--- config.mk ---
export PLATFORM = sky130hd
export DESIGN_NAME = add_logic_branch_exec
export DESIGN_NICKNAME = d
export VERILOG_FILES = /design/src/hw/exec_pkg.sv /design/src/hw/add_logic_branch_exec.sv
export SDC_FILE = /design/constraint.sdc
export NUM_CORES = 2
export LEC_CHECK = 0
export BUFFER_PORTS_ARGS = -buffer_cell sky130_fd_sc_hd__buf_2
export CORE_MARGIN = 5
export CORE_UTILIZATION = 35
export DETAILED_ROUTE_END_ITERATION = 8
export SETUP_SLACK_MARGIN = 0.2
export SLEW_MARGIN = 20
export SYNTH_ARGS = -nofsm -noshare
export SYNTH_HDL_FRONTEND = slang
export SYNTH_SLANG_ARGS = --single-unit
--- constraint.sdc ---
create_clock -name CLK -period 12.1 [get_ports CLK]
set_input_delay 1.21 -clock CLK [delete_from_list [all_inputs] [get_ports CLK]]
set_output_delay 1.21 -clock CLK [all_outputs]
set_load 0.005 [all_outputs]
--- src/hw/exec_pkg.sv ---
/*
 Constants for the add / logic / branch-if-zero execution block:
 instruction fields, opcodes, register map, reset values, taken-branch cycle counts.
 Assumes a 32-bit instruction word, field bit 0 being the word's MSB.
*/
package exec_pkg;
   // Instruction fields (vector bit = 31 - field bit)
   localparam int OPC_HI = 31;
   localparam int OPC_LO = 26;
   localparam int RD_HI = 25;
   localparam int RD_LO = 21;
   localparam int RA_HI = 20;
   localparam int RA_LO = 16;
   localparam int RB_HI = 15;
   localparam int RB_LO = 11;
   localparam int IMM_HI = 15;
   localparam int IMM_LO = 0;
   localparam int DELAY_BIT = 25;
   localparam int COND_HI = 24;
   localparam int COND_LO = 21;
   // Opcode bits inside the 6-bit opcode
   localparam int OPB_TYPEB = 3;
   localparam int OPB_KEEP = 2;
   localparam int OPB_CARRY = 1;
   localparam logic [1:0] ADD_TOP = 2'h0;
   localparam logic [5:0] BR_REG_OPC = 6'h27;
   localparam logic [3:0] COND_EQ = 4'h0;
   // Logical opcodes and prefix opcode: plain defaults
   localparam logic [5:0] AND_OPC = 6'h21;
   localparam logic [5:0] ANDN_OPC = 6'h23;
   localparam logic [5:0] PREFIX_OPC = 6'h2c;
   localparam logic [5:0] TYPEB_MASK = 6'h08;
   // Program counter
   localparam logic [31:0] PC_STEP = 32'h00000004;
   localparam logic [31:0] PC_RESET = 32'h00000000;
   // Register map, byte addresses
   localparam logic [11:0] CTRL_OFS = 12'h000;
   localparam logic [11:0] MSW_OFS = 12'h004;
   localparam logic [11:0] PC_OFS = 12'h008;
   localparam logic [11:0] STATUS_OFS = 12'h00c;
   localparam logic [11:0] GPR_BASE = 12'h080;
   localparam int CTRL_RUN_BIT = 0;
   localparam int MSW_CARRY_BIT = 0;
   localparam logic CTRL_RUN_RESET = 1'b1;
   localparam logic CARRY_RESET = 1'b0;
   localparam logic [31:0] GPR_RESET = 32'h00000000;
   localparam int GPR_COUNT = 32;
   // Taken-branch timing
   localparam int TAKEN_CYCLES_DELAY = 2;
   localparam int TAKEN_CYCLES_NODELAY = 3;

   typedef enum logic [1:0]
   {
      ST_RUN = 2'b00,
      ST_WAIT2 = 2'b01,
      ST_WAIT1 = 2'b10
   } state_e;
endpackage : exec_pkg

--- src/hw/add_logic_branch_exec.sv ---
/*
 Execution block for add, AND, AND-NOT and branch-if-zero instructions,
 with register file, carry flag, program counter and an AHB-Lite slave.
 Assumes instructions arrive from logic on CLK with a valid/ready pair,
 and a single AHB-Lite master doing single word transfers.
*/
// The AHB-Lite slave port and the register offsets were decided locally.
// Contract
// (RULE1) Register add writes rA plus rB to rD
// (RULE2) Bit 3 holds carry, else carry-out loads
// (RULE3) Bit 4 adds carry flag as carry-in
// (RULE4) Bits 3 and 4 select add variant
// (RULE5) Immediate add uses sign-extended immediate, same bits
// (RULE6) Immediate sign-extends unless prefix supplies upper half
// (RULE7) Register AND writes rA and rB
// (RULE8) Immediate AND uses sign-extended immediate
// (RULE9) Register AND-NOT writes rA and not rB
// (RULE10) Immediate AND-NOT inverts extended immediate
// (RULE11) Register branch: rA zero adds rB, else 4
// (RULE12) Immediate branch: rA zero adds immediate
// (RULE13) Opcode bit 6 marks delayed register branch
// (RULE14) Opcode bit 6 marks delayed immediate branch
// (RULE15) Delay slot completes before target when flagged
// (RULE16) Branch costs 1, 2 or 3 cycles
// (RULE17) Register form: opcode, rD, rA, rB
// (RULE18) Immediate form fields at 0, 6, 11, 16
// (RULE19) Add and logic complete in one cycle
// (RULE20) Carry-out is bit 32 of full sum
`timescale 1ns/10ps
module add_logic_branch_exec
(
   input wire logic CLK,
   input wire logic RST,
   input wire logic CE,
   input wire logic [31:0] INSTR,
   input wire logic INSTR_VALID,
   output logic INSTR_READY,
   output logic [31:0] PC,
   input wire logic HSEL,
   input wire logic [31:0] HADDR,
   input wire logic [1:0] HTRANS,
   input wire logic HWRITE,
   input wire logic [2:0] HSIZE,
   input wire logic [31:0] HWDATA,
   input wire logic HREADY,
   output logic [31:0] HRDATA,
   output logic HREADYOUT,
   output logic HRESP
);
   logic [31:0] gpr_reg [0:exec_pkg::GPR_COUNT-1];
   logic [31:0] pc_reg;
   logic [31:0] target_reg;
   logic [31:0] hrdata_reg;
   logic [15:0] prefix_hi_reg;
   logic [11:0] addr_reg;
   logic carry_reg;
   logic run_reg;
   logic slot_reg;
   logic prefix_reg;
   logic wr_pend_reg;
   logic rd_wait_reg;
   exec_pkg::state_e state_reg;
   exec_pkg::state_e state_next;

   // Instruction decode
   wire [5:0] opc = INSTR[exec_pkg::OPC_HI:exec_pkg::OPC_LO]; // see (RULE17)
   wire [4:0] rd = INSTR[exec_pkg::RD_HI:exec_pkg::RD_LO]; // see (RULE18)
   wire [4:0] ra = INSTR[exec_pkg::RA_HI:exec_pkg::RA_LO];
   wire [4:0] rb = INSTR[exec_pkg::RB_HI:exec_pkg::RB_LO];
   wire [15:0] imm16 = INSTR[exec_pkg::IMM_HI:exec_pkg::IMM_LO];
   wire typeb = opc[exec_pkg::OPB_TYPEB];
   wire keep = opc[exec_pkg::OPB_KEEP];
   wire use_c = opc[exec_pkg::OPB_CARRY];
   wire dly = INSTR[exec_pkg::DELAY_BIT];
   wire [5:0] opc_reg_form = opc & ~exec_pkg::TYPEB_MASK;
   // see (RULE4)
   wire is_add = (opc[5:4] == exec_pkg::ADD_TOP) && !opc[0];
   wire is_and = (opc_reg_form == exec_pkg::AND_OPC);
   wire is_andn = (opc_reg_form == exec_pkg::ANDN_OPC);
   // see (RULE13) (RULE14)
   wire is_br = (opc_reg_form == exec_pkg::BR_REG_OPC) &&
      (INSTR[exec_pkg::COND_HI:exec_pkg::COND_LO] == exec_pkg::COND_EQ);
   wire is_prefix = (opc == exec_pkg::PREFIX_OPC);

   // Operands
   wire [31:0] ra_val = gpr_reg[ra];
   wire [31:0] rb_val = gpr_reg[rb];
   wire [31:0] sext_imm = {{16{imm16[15]}}, imm16};
   wire [31:0] imm_ext = prefix_reg ? {prefix_hi_reg, imm16} :
      sext_imm; // see (RULE6)
   wire [31:0] opnd_b = typeb ? imm_ext : rb_val; // see (RULE5)
   wire cin = use_c & carry_reg; // see (RULE3)
   wire [32:0] sum33 = {1'b0, ra_val} + {1'b0, opnd_b} +
      {32'h00000000, cin}; // see (RULE1) (RULE20)
   wire [31:0] and_res = ra_val & opnd_b; // see (RULE7) (RULE8)
   wire [31:0] andn_res = ra_val & ~opnd_b; // see (RULE9) (RULE10)
   wire [31:0] alu_res = is_add ? sum33[31:0] :
      (is_and ? and_res : andn_res);
   wire alu_wr = is_add | is_and | is_andn;

   // Branch resolution
   wire taken = is_br && (ra_val == 32'h00000000); // see (RULE11)
   wire [31:0] br_target = pc_reg + opnd_b; // see (RULE12)
   wire [31:0] pc_seq = pc_reg + exec_pkg::PC_STEP;

   // Handshake
   wire run_state = (state_reg == exec_pkg::ST_RUN);
   assign INSTR_READY = CE & run_reg & run_state & ~wr_pend_reg;
   wire fire = INSTR_VALID & INSTR_READY;

   // Next program counter
   wire [31:0] pc_exec = slot_reg ? target_reg :
      ((taken && !dly) ? br_target : pc_seq); // see (RULE15)

   // Stall sequencing after a taken branch
   always_comb
   begin
      state_next = state_reg;
      case (state_reg)
         exec_pkg::ST_RUN:
         begin
            if (fire && taken && !slot_reg)
            begin
               // see (RULE16)
               state_next = dly ? exec_pkg::ST_WAIT1 : exec_pkg::ST_WAIT2;
            end
         end
         exec_pkg::ST_WAIT2:
         begin
            state_next = exec_pkg::ST_WAIT1;
         end
         exec_pkg::ST_WAIT1:
         begin
            state_next = exec_pkg::ST_RUN;
         end
         default:
         begin
            state_next = exec_pkg::ST_RUN;
         end
      endcase
   end

   // AHB-Lite decode
   wire addr_ph = HSEL & HTRANS[1] & HREADY & CE;
   wire gpr_hit = (addr_reg[11:7] == exec_pkg::GPR_BASE[11:7]);
   wire [4:0] gpr_idx = addr_reg[6:2];
   wire wr_ctrl = wr_pend_reg && (addr_reg == exec_pkg::CTRL_OFS);
   wire wr_msw = wr_pend_reg && (addr_reg == exec_pkg::MSW_OFS);
   wire wr_pc = wr_pend_reg && (addr_reg == exec_pkg::PC_OFS);
   wire wr_gpr = wr_pend_reg && gpr_hit;
   wire [31:0] status_word = {29'h00000000, prefix_reg, slot_reg,
      !run_state};
   wire [31:0] rd_mux =
      (addr_reg == exec_pkg::CTRL_OFS) ? {31'h00000000, run_reg} :
      (addr_reg == exec_pkg::MSW_OFS) ? {31'h00000000, carry_reg} :
      (addr_reg == exec_pkg::PC_OFS) ? pc_reg :
      (addr_reg == exec_pkg::STATUS_OFS) ? status_word :
      gpr_hit ? gpr_reg[gpr_idx] : 32'h00000000;
   assign HREADYOUT = CE & ~rd_wait_reg;
   assign HRESP = 1'b0;
   assign HRDATA = hrdata_reg;
   assign PC = pc_reg;

   // Bus slave state
   always_ff @(posedge CLK)
   begin
      if (RST)
      begin
         addr_reg <= 12'h000;
         wr_pend_reg <= 1'b0;
         rd_wait_reg <= 1'b0;
         hrdata_reg <= 32'h00000000;
         run_reg <= exec_pkg::CTRL_RUN_RESET;
      end
      else if (CE)
      begin
         if (addr_ph)
         begin
            addr_reg <= {HADDR[11:2], 2'h0};
         end
         wr_pend_reg <= addr_ph & HWRITE;
         rd_wait_reg <= addr_ph & ~HWRITE;
         if (rd_wait_reg)
         begin
            hrdata_reg <= rd_mux;
         end
         if (wr_ctrl)
         begin
            run_reg <= HWDATA[exec_pkg::CTRL_RUN_BIT];
         end
      end
   end

   // Execution state
   always_ff @(posedge CLK)
   begin
      if (RST)
      begin
         state_reg <= exec_pkg::ST_RUN;
         pc_reg <= exec_pkg::PC_RESET;
         target_reg <= exec_pkg::PC_RESET;
         carry_reg <= exec_pkg::CARRY_RESET;
         slot_reg <= 1'b0;
         prefix_reg <= 1'b0;
         prefix_hi_reg <= 16'h0000;
      end
      else if (CE)
      begin
         state_reg <= state_next;
         if (fire)
         begin
            pc_reg <= pc_exec;
            prefix_reg <= is_prefix;
            prefix_hi_reg <= imm16;
            slot_reg <= taken && dly && !slot_reg; // see (RULE15)
            target_reg <= br_target;
            if (is_add && !keep)
            begin
               carry_reg <= sum33[32]; // see (RULE2)
            end
         end
         else if (wr_pc)
         begin
            pc_reg <= HWDATA;
         end
         if (wr_msw)
         begin
            carry_reg <= HWDATA[exec_pkg::MSW_CARRY_BIT];
         end
      end
   end

   // Register file; bus writes never meet an accepted instruction
   always_ff @(posedge CLK)
   begin
      if (RST)
      begin
         for (int i = 0; i < exec_pkg::GPR_COUNT; i++)
         begin
            gpr_reg[i] <= exec_pkg::GPR_RESET;
         end
      end
      else if (CE)
      begin
         if (fire && alu_wr)
         begin
            gpr_reg[rd] <= alu_res; // see (RULE19)
         end
         else if (wr_gpr)
         begin
            gpr_reg[gpr_idx] <= HWDATA;
         end
      end
   end

   // Checks
   wire chk_on = CE;
   wire alu_fire = fire & alu_wr;
endmodule : add_logic_branch_exec

==> metrics.txt <==
status complete, no violations; number of synthesized register bits around 1200; GRT overflow 0; post-detail-place hpwl about 190 mm; Crit path arrival time between 9 and 10 ns; Max Buffers Root-to-Sink 3; CP endpoint kind flop; Die Area between 200000 and 250000 µm²; # Post-CTS Setup Buffers 0; drc violations 0; cell area after synthesis a little over 70000 µm²; Setup Skew roughly 0.041 ns; Die X about 460 µm; htree depth 4; pins over their slew limit 0; # hold bufs at CTS 0; DP Cell Count roughly 8000; I/O Pins 175; final hold violations 0; Antenna Violating Nets Remaining 0; Clock Tree Root clkbuf_16; Max-Cap Viols 0; leakage power 26.1 nW; antenna violations before repair 12; worst vdd ir around 0.00014 V; vias in the first global route 52600; synth unique cells 73; Resized cells post-CTS 0; async set-reset flop share out of synthesis 0%; worst slew pin tran 1.24 ns; dpl ws a little over 3 ns; initial core utilization between 30% and 40%; Crit path largest cell delay ~0.92 ns; cell type of the slowest stage on the worst timing path a211oi_4; GR Util All Layers between 20% and 30%; hold_ws roughly 0.46 ns; DRT Pass-1 Iters 7; setup ws final 3.57 ns; final worst path period share a little over two thirds; ys flop type edfxtp_1; endpoints failing setup 0; DR iter-0 viols between 9000 and 10000; Clock Pin Slew Worst Setup and Hold Paths approximately 0.06 ns; CTS buffer count 134; row count between 150 and 200; Syn Nets between 5000 and 6000; Yosys warning count 0; upper clock frequency limit between 100 and 150 MHz; layout cells sized above 1 28.9%; worst hold-check path type flop to flop; max FFs per register 1024; critical-path cell list buf_8, buf_4, mux4_2, mux4_2, mux2i_1, o21ai_0, ha_1, and4_1, and2_1, or2_2, nor2_1, o32ai_1, o41ai_1, o21ai_0, xor2_1, a211oi_4, buf_4, nor3_1; DR vias 54900; mean area per synthesized cell around 13 µm²; Fin Setup TNS 0 ns; PwrDens roughly 130 nW/µm²; FF-to-FF setup slack 4.76 ns; cells after synthesis 5400; WS Path Type input port to flop; WP data required roughly 13 ns; first-pass GRT wire length about 420 mm; gpl congestion approximately 0.96; vias per cell a little under 7; TritonCTS clock tree built; Synth-to-Final Area Change 11.7%; Final Non-Filler Cells 8112; # nets final 5504; RSZ-0062 raised after global routing false; utilization after layout 39.2%; Post-synth EDFFs between 1000 and 1500; crit path launch type input port; post-synthesis sequential area ratio 47.4%; CP max FO 70; DRT Wirelength 304 mm; Die Span Y approximately 460 µm; Worst slew margin 17.2%; worst skew pair latency approximately 0.81 ns; port buffer count ~150; Core Area 201000 µm²; WL/cell about 38 µm; largest net degree at the start of global routing about 100; Sink Count between 1000 and 1500; Final min period between 8 and 9 ns
-- layer usage --
metal / share of wire, % / track usage [%]
met1: 34 / 35.5
met2: 43 / 40.9
met3: 17 / 12.5
met4: 6.5 / 14.9
met5: 0.027 / 0
-- final timing paths --
check / from / cells after the start / endpoint
min: addr_reg[10] / 2 / addr_reg[10]
max reg2reg: gpr_reg[3][0] / 17 / gpr_reg[23][30]
max: INSTR[11] / 18 / gpr_reg[23][30]
min reg2reg: addr_reg[10] / 2 / addr_reg[10]
-- Yosys cell counts, drive strengths merged, types with 5 or more instances --
cell / instances / area, µm²
nor2: 1158 / 4350
edfxtp: 1024 / 30700
mux4: 888 / 20000
clkbuf: 396 / 1490
nand2: 309 / 1160
a21oi: 219 / 1100
buf: 144 / 706
dfxtp: 135 / 2700
o21ai: 126 / 631
mux2i: 121 / 1210
nand3: 80 / 400
nor3: 72 / 360
a22oi: 64 / 480
ha: 63 / 788
xnor2: 60 / 526
xor2: 53 / 464
a211oi: 49 / 368
o22ai: 43 / 269
nand2b: 40 / 250
a21o: 36 / 270
inv: 28 / 105
nand4: 22 / 138
nor4: 21 / 131
mux2: 20 / 225
and3: 19 / 119
nor2b: 18 / 113
and2: 16 / 100
o211ai: 16 / 120
o2111ai: 15 / 131
a31oi: 13 / 81.3
o21bai: 12 / 90.1
or3: 9 / 56.3
or4: 8 / 60.1
a32o: 7 / 70.1
and4: 7 / 61.3
o21a: 7 / 52.6
o32ai: 7 / 61.3
a211o: 6 / 52.6
nand3b: 6 / 45.0
a221oi: 5 / 43.8
a31o: 5 / 43.8
a32oi: 5 / 43.8
nor3b: 5 / 37.5
-- layout make-up --
class | count | area [µm²]
Timing Repair Buffer | 334 | 2310
Inverter | 29 | 109
Tap cell | 2672 | 3340
Multi-Input combinational cell | 3672 | 35400
Sequential cell | 1159 | 33500
Clock inverter | 62 | 609
Fill cell | 18800 | 123000
Antenna cell | 8 | 20.0
Clock buffer | 176 | 3680
-- cell families after synthesis --
kind of cell	Yosys count	synth area share, %
simple gates	1800	10.6
flops	1159	47.4
mux	1029	30.3
compound gates	663	5.89
buf+inv	569	3.26
xor+xnor	113	1.40
fa+ha+maj	66	1.20
other cells	1	0.00531
-- through the flow --
stage	area (µm²)	power, mW
final	78900	10.5
after global routing	78900	10.8
after CTS	78900	10.5
after detailed placement	74600	6.43
after global placement	74600	6.41
after floorplan	70600	5.75
-- report_power, final --
group	total [mW]	switching [mW]	leakage (nW)	internal (mW)
combinational	1.83	1.18	12.3	0.649
clock	4.12	1.78	2.10	2.34
sequential	4.60	0.119	11.7	4.48
-- critical path: cells and delay by family --
family / cells / cell delay (ns)
mux: 3 / 1.92
xor+xnor: 1 / 0.22
simple gates: 5 / 1.03
buf+inv: 3 / 1.40
compound gates: 5 / 2.47
fa+ha+maj: 1 / 0.51
-- layout by cell type, fill, tap and decap left out, types with 12 or more instances in the layout --
cell type,n
o21ai_0,107
o22ai_1,40
buf_4,182
nor2_1,1155
mux4_2,888
xor2_1,53
o211ai_1,16
and3_1,19
nand2_2,34
inv_1,26
o21ai_2,17
nand2b_2,21
nand2_1,274
a31oi_1,12
a211oi_1,47
clkinv_1,16
xnor2_1,60
a21o_1,36
a22oi_1,64
dfxtp_1,130
and2_1,14
ha_1,63
edfxtp_1,1024
nand4_1,22
clkinv_2,23
o2111ai_1,15
a21oi_1,216
nand3_1,80
nor4_1,21
clkbuf_1,33
buf_2,137
mux2_2,20
nor3_1,68
clkbuf_16,141
mux2i_1,109
nor2b_1,14
(Power assumes the default switching activity.)
